File: config.mk
export PLATFORM = sky130hd
export DESIGN_NAME = acl_regs
export DESIGN_NICKNAME = d
export VERILOG_FILES = /design/src/core/acl_change_det.v /design/src/core/acl_regs.v
export VERILOG_INCLUDE_DIRS = /design/src /design/src/core
export SDC_FILE = /design/constraint.sdc
export NUM_CORES = 1
export LEC_CHECK = 0
export ABC_CLOCK_PERIOD_IN_PS = 4500
export BUFFER_PORTS_ARGS = -buffer_cell sky130_fd_sc_hd__buf_2
export CAP_MARGIN = 20
export CORE_MARGIN = 2
export CORE_UTILIZATION = 43
export CTS_CLUSTER_SIZE = 20
export DETAILED_ROUTE_END_ITERATION = 12
export HOLD_SLACK_MARGIN = 0.12
export SLEW_MARGIN = 10
export SYNTH_ARGS = -nofsm -noshare
export SYNTH_HDL_FRONTEND = slang
export SYNTH_SLANG_ARGS = --single-unit
File: constraint.sdc
create_clock -name sys_clk -period 4.5 [get_ports sys_clk]
set_clock_uncertainty 0.05 [all_clocks]
set_input_delay 0.225 -clock sys_clk [delete_from_list [all_inputs] [get_ports sys_clk]]
set_output_delay 0.225 -clock sys_clk [all_outputs]
set_load 0.03 [all_outputs]
File: src/core/acl_defines.vh
// Constants for the audio configuration and serial link status registers.
// Assumes inclusion by bare name from files under core/.
`ifndef ACL_DEFINES_VH
`define ACL_DEFINES_VH

// ----------------------------------------------------------------
// Register offsets
// ----------------------------------------------------------------
`define ACL_OFF_AUDIO_CONFIG 8'h55
`define ACL_OFF_LINK_STATUS 8'h5a

// ----------------------------------------------------------------
// Reset values and configuration write mask
// ----------------------------------------------------------------
`define ACL_RST_AUDIO_CONFIG 8'h0c
`define ACL_RST_LINK_STATUS 8'h00
`define ACL_CFG_WRITE_MASK 8'hcf

// ----------------------------------------------------------------
// Audio configuration fields
// ----------------------------------------------------------------
`define ACL_CFG_TDM_CONV 7
`define ACL_CFG_HDMI_I2S_OUT 6
`define ACL_CFG_CLR_ON_TYPE 3
`define ACL_CFG_CLR_ON_AIF 2
`define ACL_CFG_CLR_ON_AVI 1
`define ACL_CFG_CLR_ON_ACR 0

// ----------------------------------------------------------------
// Link status fields
// ----------------------------------------------------------------
`define ACL_STS_LINK_READY 7
`define ACL_STS_TX_LOCKED 6
`define ACL_STS_PORT_HI 5
`define ACL_STS_PORT_LO 4
`define ACL_STS_SYMBOLS 3
`define ACL_STS_PLL_LOCK 2
`define ACL_STS_NO_CLOCK 1
`define ACL_STS_FREQ_SETTLED 0
`define ACL_PORT_NONE 2'h0
`define ACL_PORT_SINGLE_P0 2'h1

// ----------------------------------------------------------------
// Audio source selection and serial port
// ----------------------------------------------------------------
`define ACL_SRC_HDMI 1'h0
`define ACL_SRC_LOCAL 1'h1
// Arbitrary value
`define ACL_I2C_ADDR 7'h2c

// ----------------------------------------------------------------
// Packet field widths
// ----------------------------------------------------------------
`define ACL_W_TYPE 8
`define ACL_W_CSUM 8
`define ACL_W_ACR 40

`endif

File: src/core/acl_change_det.v
// Change detector for one received packet field.
// Assumes the field is synchronous to sys_clk; the first value after reset primes it.
`timescale 1ns/1ps

module acl_change_det #(
  parameter WIDTH = 8
) (
  input wire sys_clk,
  input wire rst,
  input wire [WIDTH-1:0] field_in,
  output reg changed
);

  reg [WIDTH-1:0] last_reg;
  reg primed_reg;

  // ----------------------------------------------------------------
  // Compare against the previous sample
  // ----------------------------------------------------------------
  // Priming avoids a spurious clear on the first value seen after reset
  always @(posedge sys_clk or posedge rst) begin
    if (rst) begin
      last_reg <= {WIDTH{1'b0}};
      primed_reg <= 1'b0;
      changed <= 1'b0;
    end else begin
      last_reg <= field_in;
      primed_reg <= 1'b1;
      changed <= primed_reg && (field_in != last_reg);
    end
  end

endmodule // acl_change_det

File: src/core/acl_regs.v
// Audio configuration and serial link status registers with their I2C slave port.
// Assumes all inputs, SCL and SDA included, are synchronous to sys_clk.
`timescale 1ns/1ps
`include "acl_defines.vh"

// Operation
// - Config bit 7 enables TDM-to-parallel conversion
// - Conversion clock feeds downstream audio when enabled
// - Config bit 6 drives HDMI audio on I2S pins
// - HDMI I2S output only when source is HDMI
// - Bit 3: clear audio FIFO on type change
// - Bit 2: clear FIFO on audio infoframe checksum change
// - Bit 1: clear FIFO on video infoframe checksum change
// - Bit 0: clear FIFO on N/CTS change
// - Status bit 7: downstream link ready
// - Status bit 6: transmitter active, receiver locked
// - Tx bit held clear until input and mode valid
// - Bits 5:4 report port mode when locked
// - Bit 3 symbols recovered; early revision reads one
// - Bit 2 shows receive PLL locked
// - Bit 1 shows no clock above threshold
// - Bit 0 shows input frequency settled
// - Source select: zero HDMI, one local I2S
module acl_regs #(
  parameter EARLY_REV = 0
) (
  input wire sys_clk,
  input wire rst,
  input wire i2c_scl,
  input wire i2c_sda_in,
  output reg i2c_sda_out,
  output reg i2c_sda_oe_n,
  input wire audio_source_sel,
  input wire hdmi_aud_sck,
  input wire hdmi_aud_ws,
  input wire hdmi_aud_sd,
  input wire local_aud_sck,
  input wire local_aud_ws,
  input wire local_aud_sd,
  input wire tdm_conv_clk,
  input wire [`ACL_W_TYPE-1:0] audio_type,
  input wire [`ACL_W_CSUM-1:0] audio_infoframe_csum,
  input wire [`ACL_W_CSUM-1:0] video_infoframe_csum,
  input wire [`ACL_W_ACR-1:0] clock_regen_n_cts,
  input wire downstream_link_ready,
  input wire serial_tx_active,
  input wire remote_rx_locked,
  input wire valid_input_seen,
  input wire serial_mode_correct,
  input wire [1:0] serial_port_mode,
  input wire input_symbols_recovered,
  input wire rx_pll_locked,
  input wire below_min_input_freq,
  input wire input_frequency_settled,
  output reg tdm_conv_en,
  output reg ds_aud_clk,
  output reg ds_aud_ws,
  output reg ds_aud_sd,
  output reg i2s_pins_out_en,
  output reg i2s_sck_out,
  output reg i2s_ws_out,
  output reg i2s_sd_out,
  output reg audio_fifo_clear
);

  // ----------------------------------------------------------------
  // I2C slave states
  // ----------------------------------------------------------------
  localparam ST_IDLE = 4'h0;
  localparam ST_ADDR = 4'h1;
  localparam ST_ADDR_ACK = 4'h2;
  localparam ST_PTR = 4'h3;
  localparam ST_PTR_ACK = 4'h4;
  localparam ST_WDATA = 4'h5;
  localparam ST_WDATA_ACK = 4'h6;
  localparam ST_RDATA = 4'h7;
  localparam ST_RDATA_ACK = 4'h8;

  reg [3:0] state_reg;
  reg scl_prev_reg;
  reg sda_prev_reg;
  reg [7:0] rx_shift_reg;
  reg [7:0] tx_shift_reg;
  reg [3:0] bit_cnt_reg;
  reg [7:0] ptr_reg;
  reg is_read_reg;
  reg master_ack_reg;
  reg [7:0] audio_config_reg;
  reg [7:0] link_status_reg;
  reg [7:0] link_status_next;
  reg [7:0] read_data;
  reg cfg_write;
  reg [7:0] fifo_clr_cause;

  wire scl_rise;
  wire scl_fall;
  wire bus_start;
  wire bus_stop;
  wire type_changed;
  wire aif_changed;
  wire avi_changed;
  wire acr_changed;
  wire tx_locked;
  wire hdmi_i2s_allowed;

  // ----------------------------------------------------------------
  // Bus condition detection
  // ----------------------------------------------------------------
  assign scl_rise = i2c_scl && !scl_prev_reg;
  assign scl_fall = !i2c_scl && scl_prev_reg;
  assign bus_start = i2c_scl && scl_prev_reg && sda_prev_reg && !i2c_sda_in;
  assign bus_stop = i2c_scl && scl_prev_reg && !sda_prev_reg && i2c_sda_in;

  always @(posedge sys_clk or posedge rst) begin
    if (rst) begin
      scl_prev_reg <= 1'b1;
      sda_prev_reg <= 1'b1;
    end else begin
      scl_prev_reg <= i2c_scl;
      sda_prev_reg <= i2c_sda_in;
    end
  end

  // ----------------------------------------------------------------
  // Register read mux
  // ----------------------------------------------------------------
  // Unmapped offsets read as zero
  always @* begin
    case (ptr_reg)
      `ACL_OFF_AUDIO_CONFIG: read_data = audio_config_reg & `ACL_CFG_WRITE_MASK;
      `ACL_OFF_LINK_STATUS: read_data = link_status_reg;
      default: read_data = 8'h00;
    endcase
  end

  // ----------------------------------------------------------------
  // I2C slave engine
  // ----------------------------------------------------------------
  // Software on the external controller owns all accesses
  always @(posedge sys_clk or posedge rst) begin
    if (rst) begin
      state_reg <= ST_IDLE;
      rx_shift_reg <= 8'h00;
      tx_shift_reg <= 8'h00;
      bit_cnt_reg <= 4'h0;
      ptr_reg <= 8'h00;
      is_read_reg <= 1'b0;
      master_ack_reg <= 1'b0;
      i2c_sda_oe_n <= 1'b1;
      i2c_sda_out <= 1'b0;
      cfg_write <= 1'b0;
    end else begin
      cfg_write <= 1'b0;
      i2c_sda_out <= 1'b0;
      if (bus_start) begin
        state_reg <= ST_ADDR;
        bit_cnt_reg <= 4'h0;
        i2c_sda_oe_n <= 1'b1;
      end else if (bus_stop) begin
        state_reg <= ST_IDLE;
        i2c_sda_oe_n <= 1'b1;
      end else begin
        case (state_reg)
          ST_IDLE: begin
            i2c_sda_oe_n <= 1'b1;
          end
          ST_ADDR, ST_PTR, ST_WDATA: begin
            if (scl_rise && bit_cnt_reg != 4'h8) begin
              rx_shift_reg <= {rx_shift_reg[6:0], i2c_sda_in};
              bit_cnt_reg <= bit_cnt_reg + 4'h1;
            end else if (scl_fall && bit_cnt_reg == 4'h8) begin
              bit_cnt_reg <= 4'h0;
              if (state_reg == ST_ADDR) begin
                if (rx_shift_reg[7:1] == `ACL_I2C_ADDR) begin
                  is_read_reg <= rx_shift_reg[0];
                  i2c_sda_oe_n <= 1'b0;
                  state_reg <= ST_ADDR_ACK;
                end else begin
                  state_reg <= ST_IDLE;
                end
              end else if (state_reg == ST_PTR) begin
                ptr_reg <= rx_shift_reg;
                i2c_sda_oe_n <= 1'b0;
                state_reg <= ST_PTR_ACK;
              end else begin
                // Writes to the status offset fall through and are lost
                cfg_write <= (ptr_reg == `ACL_OFF_AUDIO_CONFIG);
                i2c_sda_oe_n <= 1'b0;
                state_reg <= ST_WDATA_ACK;
              end
            end
          end
          ST_ADDR_ACK: begin
            if (scl_fall) begin
              if (is_read_reg) begin
                tx_shift_reg <= read_data;
                i2c_sda_oe_n <= read_data[7];
                ptr_reg <= ptr_reg + 8'h01;
                state_reg <= ST_RDATA;
              end else begin
                i2c_sda_oe_n <= 1'b1;
                state_reg <= ST_PTR;
              end
            end
          end
          ST_PTR_ACK, ST_WDATA_ACK: begin
            if (scl_fall) begin
              i2c_sda_oe_n <= 1'b1;
              if (state_reg == ST_WDATA_ACK) begin
                ptr_reg <= ptr_reg + 8'h01;
              end
              state_reg <= ST_WDATA;
            end
          end
          ST_RDATA: begin
            if (scl_rise) begin
              bit_cnt_reg <= bit_cnt_reg + 4'h1;
            end else if (scl_fall) begin
              if (bit_cnt_reg == 4'h8) begin
                i2c_sda_oe_n <= 1'b1;
                bit_cnt_reg <= 4'h0;
                state_reg <= ST_RDATA_ACK;
              end else begin
                tx_shift_reg <= {tx_shift_reg[6:0], 1'b0};
                i2c_sda_oe_n <= tx_shift_reg[6];
              end
            end
          end
          ST_RDATA_ACK: begin
            if (scl_rise) begin
              master_ack_reg <= !i2c_sda_in;
            end else if (scl_fall) begin
              if (master_ack_reg) begin
                tx_shift_reg <= read_data;
                i2c_sda_oe_n <= read_data[7];
                ptr_reg <= ptr_reg + 8'h01;
                state_reg <= ST_RDATA;
              end else begin
                state_reg <= ST_IDLE;
              end
            end
          end
          default: begin
            state_reg <= ST_IDLE;
            i2c_sda_oe_n <= 1'b1;
          end
        endcase
      end
    end
  end

  // ----------------------------------------------------------------
  // Audio configuration register
  // ----------------------------------------------------------------
  // The write lands one cycle after the data byte completes
  always @(posedge sys_clk or posedge rst) begin
    if (rst) begin
      audio_config_reg <= `ACL_RST_AUDIO_CONFIG;
    end else if (cfg_write) begin
      audio_config_reg <= rx_shift_reg & `ACL_CFG_WRITE_MASK;
    end
  end

  // ----------------------------------------------------------------
  // Link status register
  // ----------------------------------------------------------------
  assign tx_locked = serial_tx_active && remote_rx_locked &&
                     valid_input_seen && serial_mode_correct;

  always @* begin
    link_status_next = `ACL_RST_LINK_STATUS;
    link_status_next[`ACL_STS_LINK_READY] = downstream_link_ready;
    link_status_next[`ACL_STS_TX_LOCKED] = tx_locked;
    // Port field is meaningless while the transmitter is not locked
    link_status_next[`ACL_STS_PORT_HI:`ACL_STS_PORT_LO] =
      tx_locked ? serial_port_mode : `ACL_PORT_NONE;
    link_status_next[`ACL_STS_SYMBOLS] =
      (EARLY_REV != 0) ? 1'b1 : input_symbols_recovered;
    link_status_next[`ACL_STS_PLL_LOCK] = rx_pll_locked;
    link_status_next[`ACL_STS_NO_CLOCK] = below_min_input_freq;
    link_status_next[`ACL_STS_FREQ_SETTLED] = input_frequency_settled;
  end

  always @(posedge sys_clk or posedge rst) begin
    if (rst) begin
      link_status_reg <= `ACL_RST_LINK_STATUS;
    end else begin
      link_status_reg <= link_status_next;
    end
  end

  // ----------------------------------------------------------------
  // Audio FIFO clear on packet changes
  // ----------------------------------------------------------------
  acl_change_det #(.WIDTH(`ACL_W_TYPE)) u_type_det (
    .sys_clk(sys_clk),
    .rst(rst),
    .field_in(audio_type),
    .changed(type_changed)
  );

  acl_change_det #(.WIDTH(`ACL_W_CSUM)) u_aif_det (
    .sys_clk(sys_clk),
    .rst(rst),
    .field_in(audio_infoframe_csum),
    .changed(aif_changed)
  );

  acl_change_det #(.WIDTH(`ACL_W_CSUM)) u_avi_det (
    .sys_clk(sys_clk),
    .rst(rst),
    .field_in(video_infoframe_csum),
    .changed(avi_changed)
  );

  acl_change_det #(.WIDTH(`ACL_W_ACR)) u_acr_det (
    .sys_clk(sys_clk),
    .rst(rst),
    .field_in(clock_regen_n_cts),
    .changed(acr_changed)
  );

  always @* begin
    fifo_clr_cause = 8'h00;
    fifo_clr_cause[`ACL_CFG_CLR_ON_TYPE] = type_changed;
    fifo_clr_cause[`ACL_CFG_CLR_ON_AIF] = aif_changed;
    fifo_clr_cause[`ACL_CFG_CLR_ON_AVI] = avi_changed;
    fifo_clr_cause[`ACL_CFG_CLR_ON_ACR] = acr_changed;
  end

  always @(posedge sys_clk or posedge rst) begin
    if (rst) begin
      audio_fifo_clear <= 1'b0;
    end else begin
      audio_fifo_clear <= |(fifo_clr_cause & audio_config_reg);
    end
  end

  // ----------------------------------------------------------------
  // Audio routing
  // ----------------------------------------------------------------
  assign hdmi_i2s_allowed = (audio_source_sel == `ACL_SRC_HDMI);

  // Clocks are treated as sampled data here, so edges are sys_clk quantised
  always @(posedge sys_clk or posedge rst) begin
    if (rst) begin
      tdm_conv_en <= 1'b0;
      ds_aud_clk <= 1'b0;
      ds_aud_ws <= 1'b0;
      ds_aud_sd <= 1'b0;
      i2s_pins_out_en <= 1'b0;
      i2s_sck_out <= 1'b0;
      i2s_ws_out <= 1'b0;
      i2s_sd_out <= 1'b0;
    end else begin
      tdm_conv_en <= audio_config_reg[`ACL_CFG_TDM_CONV];
      if (audio_source_sel == `ACL_SRC_LOCAL) begin
        ds_aud_clk <= local_aud_sck;
        ds_aud_ws <= local_aud_ws;
        ds_aud_sd <= local_aud_sd;
      end else begin
        ds_aud_clk <= hdmi_aud_sck;
        ds_aud_ws <= hdmi_aud_ws;
        ds_aud_sd <= hdmi_aud_sd;
      end
      if (audio_config_reg[`ACL_CFG_TDM_CONV]) begin
        ds_aud_clk <= tdm_conv_clk;
      end
      i2s_pins_out_en <= audio_config_reg[`ACL_CFG_HDMI_I2S_OUT] && hdmi_i2s_allowed;
      if (audio_config_reg[`ACL_CFG_HDMI_I2S_OUT] && hdmi_i2s_allowed) begin
        i2s_sck_out <= hdmi_aud_sck;
        i2s_ws_out <= hdmi_aud_ws;
        i2s_sd_out <= hdmi_aud_sd;
      end else begin
        i2s_sck_out <= 1'b0;
        i2s_ws_out <= 1'b0;
        i2s_sd_out <= 1'b0;
      end
    end
  end

endmodule // acl_regs

## Word-level counts from Yosys, hierarchy flattened

Index checks and enable logic that the tools add are counted.

| word-level totals | value |
|---|---|
| ROM bits | 0 |
| memories kept | 0 |
| bits in writable memories | 0 |
| logic and storage cells | 199 |
| bits of input ports | 87 |
| output and inout port bits | 11 |
| register bits | 129 |
| latch bits | 0 |

| cells by class | value |
|---|---|
| shift-type cells | 0 |
| divide/modulo/power cells | 0 |
| equal/unequal tests | 47 |
| muxes and demuxes | 78 |
| bitwise logic cells | 5 |
| multiply operators | 0 |
| order comparisons | 0 |
| $add $sub $neg | 2 |
| reductions and logical operators | 36 |

Operators by type and width:

| operator | number |
|---|---|
| 2-to-1 mux 8 bit | 11 |
| 2-to-1 mux 4 bit | 19 |
| 2-to-1 mux 7 bit | 8 |
| inequality test 4 bit (second input constant) | 14 |
| inequality test 40 bit | 1 |
| one-hot mux 8 bit (4 select lines) | 1 |
| inequality test 2 bit (second input constant) | 15 |
| 2-to-1 mux 1 bit | 29 |
| inequality test 8 bit | 3 |
| one-hot mux 4 bit (6 select lines) | 1 |
| one-hot mux 7 bit (3 select lines) | 1 |
| AND reduction 10 bit | 2 |
| logical AND 1 bit | 17 |
| == test 4 x 3 -> 1 bit (second input constant) | 4 |
| == test 8 x 7 -> 1 bit (second input constant) | 2 |
| one-hot mux 8 bit (2 select lines) | 1 |
| AND reduction 14 bit | 1 |
| AND reduction 11 bit | 1 |
| adder 8 x 1 -> 8 bit (second input constant) | 1 |
| AND 4 x 8 -> 8 bit | 1 |
| == test 4 x 2 -> 1 bit (second input constant) | 2 |
| == test 4 bit (second input constant) | 2 |
| one-hot mux 4 bit (2 select lines) | 1 |
| AND reduction 4 bit | 2 |
| 18 further kinds | 28 |

## Longest topological paths before layout

| depth | value |
|---|---|
| word-level depth | 8 |
| gate-level depth with buffers | 8 |
| depth with buffers taken out | 7 |

## By module

Synthesis repeated with hierarchy kept, for this count alone.

| unflattened totals | value |
|---|---|
| cells, all modules | 466 |
| area, all modules | 5,751.8 µm² |

By module, submodules not included:

| module | area an instance (µm²) | cells an instance | sequential area each (µm²) | times used |
|---|---|---|---|---|
| acl_regs | 3,213.1 | 300 | 1,507.7 | 1 |
| acl_change_det (u_acr_det) | 1,495.2 | 97 | 1,051.0 | 1 |
| acl_change_det (u_aif_det ...) | 347.8 | 23 | 250.2 | 3 |

## Least setup slack after synthesis

Ideal clock, no wire load.

| timing | value |
|---|---|
| kind | register -> register |
| from | register scl_prev_reg |
| to | register i2c_sda_oe_n |
| path buffers | 0 |
| data required time | 4,365 ps |
| cell stages (with the launch flop) | 7 |
| period minus slack after synthesis | 2,006 ps |
| path slack | 2,494 ps |
| library setup time | 85 ps |
| arrival | 1,872 ps |
| path through | dfstp_2 ha_1 nand2_1 o221a_1 a211oi_2 a21boi_1 mux2_1 |

| on the way | value |
|---|---|
| cells in the longest elaborated chain, start to end | 5 |
| elaborated cells on any way between the ends | 23 |
| classes of those cells | eq/ne (10); mux (2); reduce/logical (11) |

Ends and longest elaborated chain:

| item | RTL line | text |
|---|---|---|
| start, declared | acl_regs.v:80 | `reg scl_prev_reg;` |
| start signal, assigned | acl_regs.v:119 | `scl_prev_reg <= i2c_scl;` |
| logical AND 1 bit / logical NOT 1 bit (equally long branches) | acl_regs.v:111, acl_regs.v:112, acl_regs.v:109 |  |
| logical AND 1 bit (on tied branches) | acl_regs.v:111, acl_regs.v:109, acl_regs.v:112 |  |
| logical AND 1 bit (on tied branches) | acl_regs.v:111, acl_regs.v:112, acl_regs.v:168 |  |
| inequality test 5 bit (no source line) (tied with other cells) | n/a |  |
| AND reduction 10 bit (no source line) / 2-to-1 mux 1 bit (equally long branches) | n/a |  |
| end signal, assigned | acl_regs.v:197 | `i2c_sda_oe_n <= read_data[7];` |
| end signal, assigned | acl_regs.v:225 | `i2c_sda_oe_n <= tx_shift_reg[6];` |
| end signal, assigned | acl_regs.v:235 | `i2c_sda_oe_n <= read_data[7];` |
| end, declared | acl_regs.v:32 | `output reg i2c_sda_oe_n,` |

Parallel ways exist; a longest one is shown, timed or not.
A chain may end at the register's enable or synchronous reset.

## Worst setup path after layout

| timing | value |
|---|---|
| from | register state_reg[1] |
| to | register state_reg[1] |

| on the way | value |
|---|---|
| cells in the longest elaborated chain, start to end | 8 |
| elaborated cells on any way between the ends | 29 |
| classes of those cells | eq/ne (18); mux (7); reduce/logical (4) |

Ends and longest elaborated chain:

| item | RTL line | text |
|---|---|---|
| start, declared | acl_regs.v:79 | `reg [3:0] state_reg;` |
| start signal, assigned | acl_regs.v:142 | `state_reg <= ST_IDLE;` |
| start signal, assigned | acl_regs.v:156 | `state_reg <= ST_ADDR;` |
| start signal, assigned | acl_regs.v:160 | `state_reg <= ST_IDLE;` |
| == test 4 x 2 -> 1 bit | acl_regs.v:163, acl_regs.v:181 |  |
| 2-to-1 mux 2 bit | acl_regs.v:181 | `end else if (state_reg == ST_PTR) begin` |
| 2-to-1 mux 4 bit | acl_regs.v:173 | `if (state_reg == ST_ADDR) begin` |
| 2-to-1 mux 4 bit | acl_regs.v:171 | `end else if (scl_fall && bit_cnt_reg == 4'h8) begin` |
| 2-to-1 mux 4 bit | acl_regs.v:168 | `if (scl_rise && bit_cnt_reg != 4'h8) begin` |
| one-hot mux 4 bit (6 select lines) | acl_regs.v:163 | `case (state_reg)` |
| 2-to-1 mux 4 bit | acl_regs.v:159 | `end else if (bus_stop) begin` |
| 2-to-1 mux 4 bit | acl_regs.v:155 | `if (bus_start) begin` |

Parallel ways exist; a longest one is shown, timed or not. The select of a mux whose other input is x is not followed.

==> flow_metrics.env <==
export IMPL_fillers=1025
export IMPL_synth_fp_nets=562
export IMPL_seqPwrFrac_pct=45.0
export IMPL_grt_total_usage_pct=19.6
export IMPL_pwr_share_comb_pct=11.1
export IMPL_cts_resized=0
export IMPL_synth_top_cell_by_area="dfrtp_1"
export IMPL_criticalPathCategory="register to register"
export IMPL_finalPower_mw=2.85
export IMPL_postCtsSetupBuffers=0
export IMPL_antenna_found_initial=0
export IMPL_worstPathRequired_ns=4.74
export IMPL_via_per_inst=5.04
export IMPL_ys_seq_area_share_pct=56.6
export IMPL_rows=42
export IMPL_grt_pass1_vias=4449
export IMPL_ant_nets=0
export IMPL_yosysTopAreaCellShare_pct=54.3
export IMPL_overflow=0
export IMPL_globalplace_congestion=0.865
export IMPL_wl_um=12800
export IMPL_drive_gt1_share_pct=24.5
export IMPL_fin_nets=748
export IMPL_power_density_nw_per_um2=368
export IMPL_end_kind="register"
export IMPL_grt_pass1_wl_um=21700
export IMPL_hpwl_um=8280
export IMPL_largest_reg_flops=40
export IMPL_vias=4239
export IMPL_async_flop_share_pct=100
export IMPL_die_h_um=119
export IMPL_synthFlopType="dfrtp_1"
export IMPL_clkSlewWorstSetupHoldPaths_ns=0.05
export IMPL_outcome="completed"
export IMPL_timing_slew_headroom_pct=44.8
export IMPL_post_route_min_period_ns=2.43
export IMPL_grt_start_max_net_pins=50
export IMPL_portBuffers=96
export IMPL_finalMaxSlewViolations=0
export IMPL_clock_latency_ns=0.41
export IMPL_internal_power_mw=2.16
export IMPL_grt_setup_unrepaired="no"
export IMPL_firstDrtPassIters=4
export IMPL_synth_edf_count=0
export IMPL_ys_top_cells_by_area="dfrtp_1 54%, xor2_1 8.9%, mux2_2 3.4%"
export IMPL_fin_tns_setup_ns=0
export IMPL_maxCapViolations=0
export IMPL_p_sw_mw=0.686
export IMPL_cts_buffers=17
export IMPL_drc=0
export IMPL_period_share_pct=54.0
export IMPL_drtIter0Drc=238
export IMPL_ios=98
export IMPL_worst_hold_path_type="primary input to register"
export IMPL_startpoint_type="register"
export IMPL_tightest_slew_ns=0.817
export IMPL_cts_sinks=129
export IMPL_area_growth_pct=35.4
export IMPL_design_core_area_um2=13100
export IMPL_syn_area_um2=5710
export IMPL_peakVddDrop_v=0.000289
export IMPL_ys_warn_count=0
export IMPL_synthCells=467
export IMPL_cts_root_buf="clkbuf_16"
export IMPL_switching_share_pct=24.1
export IMPL_clockBufferDepth=2
export IMPL_syn_area_per_cell_um2=12.2
export IMPL_yosys_register_bits=129
export IMPL_start_util_pct=43.7
export IMPL_cp_arrival_ns=2.67
export IMPL_crit_fanout=23
export IMPL_cts_tree="done"
export IMPL_clkPwrFrac_pct=43.9
export IMPL_antenna_cells=0
export IMPL_setup_viol=0
export IMPL_fmaxAchievable_mhz=412
export IMPL_hold_violations=0
export IMPL_fp_dieW_um=119
export IMPL_wl_per_cell_um=15.2
export IMPL_htreeDepth=4
export IMPL_leakage_nw=3.52
export IMPL_ys_types=69
export IMPL_dieArea_um2=14200
## metal layers
metal,share of wire [%],track usage [%]
met5,0,0
met1,42,24.4
met3,4.9,5.12
met4,1.7,9.30
met2,51,31.8
## layout by cell type, fill, tap and decap left out, types with 3 or more instances in the layout
cell           count
mux2_1            10
xor2_1            58
inv_1             14
clkinv_2           3
buf_4              3
mux2_2            17
xnor2_1            8
a21oi_1           13
nor2b_1            3
dfstp_2            5
clkinvlp_4         3
nor4_1            16
a31oi_1            6
nor3b_1            9
buf_2             96
nand3_1            7
o22ai_1            3
o21ai_0           17
nor3_1             8
nand4_1           11
mux2i_1            5
o31a_1             4
dfrtp_1          124
dlygate4sd3_1     86
nand2_1           29
ha_1               8
clkbuf_16         17
and4_1             3
a21boi_0           3
nor2_1             7
and2_1             7
clkbuf_1           4
## synth_stat cells, types with 6 or more instances
cell type	instances
nor2_1	7
mux2_1	10
nand2_1	29
a21oi_1	13
a31oi_1	6
ha_1	8
clkbuf_1	8
nand3_1	7
buf_2	6
mux2_2	17
and2_1	7
xnor2_1	8
xor2_1	58
nor4_1	16
nor3b_1	9
nand4_1	11
dfrtp_1	124
inv_1	15
o21ai_0	17
nor3_1	8
## through the flow
| step | cells | worst slack (ns) | hold slack (ns) | util (%) | instance area [um2] |
|---|---|---|---|---|---|
| 2_1_floorplan | 467 | 0.792 | 0.179 | - | 5710 |
| 3_3_place_gp | 724 | 2.15 | 0.279 | 48.4 | 6340 |
| 3_5_place_dp | 724 | 2.08 | 0.284 | 48.4 | 6340 |
| 4_1_cts | 841 | 2.08 | 0.186 | 59.1 | 7740 |
| 5_1_grt | 841 | 1.88 | 0.227 | 59.1 | 7740 |
| 6_report | 841 | 2.07 | 0.195 | 59.1 | 7740 |
## kinds of logic (layout without fill, tap and decap cells)
kind of cell    count (synthesis)  in the layout  synth area share, %
buf+inv                        33            231                 2.76
compound gates                 81             81                 10.4
mux                            32             32                 6.20
flops                         129            129                 56.6
other cells                     2              2                0.131
simple gates                  116            116                 12.1
xor+xnor                       66             66                 10.1
fa+ha+maj                       8              8                 1.75
## what timing repair did
action	in CTS	in global routing
endpoints found under the hold margin	129	0
setup endpoints to repair	0	0
hold buffers	86	0
## worst paths after layout
check	start	end	slack, ns	cells past startpoint
setup / recovery	state_reg[1]$_DFFE_PP0P_	state_reg[1]$_DFFE_PP0P_	2.07	5
hold / removal	serial_tx_active	link_status_reg[4]$_DFF_PP0_	0.20	3
setup reg to reg	state_reg[1]$_DFFE_PP0P_	state_reg[1]$_DFFE_PP0P_	2.07	5
hold reg to reg	audio_config_reg[7]$_DFFE_PP0P_	tdm_conv_en$_DFF_PP0_	0.43	0
max in group asynchronous	rst	ptr_reg[6]$_DFFE_PP0P_	3.00	4
min in group asynchronous	rst	u_avi_det.last_reg[6]$_DFF_PP0_	0.41	3
## power groups by stage
| stage | combinational, mW | sequential (mW) | clock [mW] |
|---|---|---|---|
| finish | 0.317 | 1.28 | 1.25 |
| global route | 0.352 | 1.29 | 1.34 |
| CTS | 0.317 | 1.28 | 1.28 |
| detailed placement | 0.257 | 1.30 | 0 |
| global placement | 0.251 | 1.30 | 0 |
| floorplan | 0.170 | 1.29 | 0 |
## final cells by class
type	instances	area (um2)	area share, %
clock buffers	22	454	5.87
clock inverters	9	85.1	1.10
inverters	15	58.8	0.760
multi-input cells	305	2320	30.0
flip-flops and latches	129	3230	41.8
well taps	176	220	2.85
repair buffers	185	1360	17.6
## critical path: stages, from the launching register on
cell	delay, ns
dfrtp_1	0.79
and4b_1	0.62
o221a_1	0.29
a211oi_2	0.06
o21ai_2	0.14
mux2_1	0.35
(Power assumes the default switching activity.)
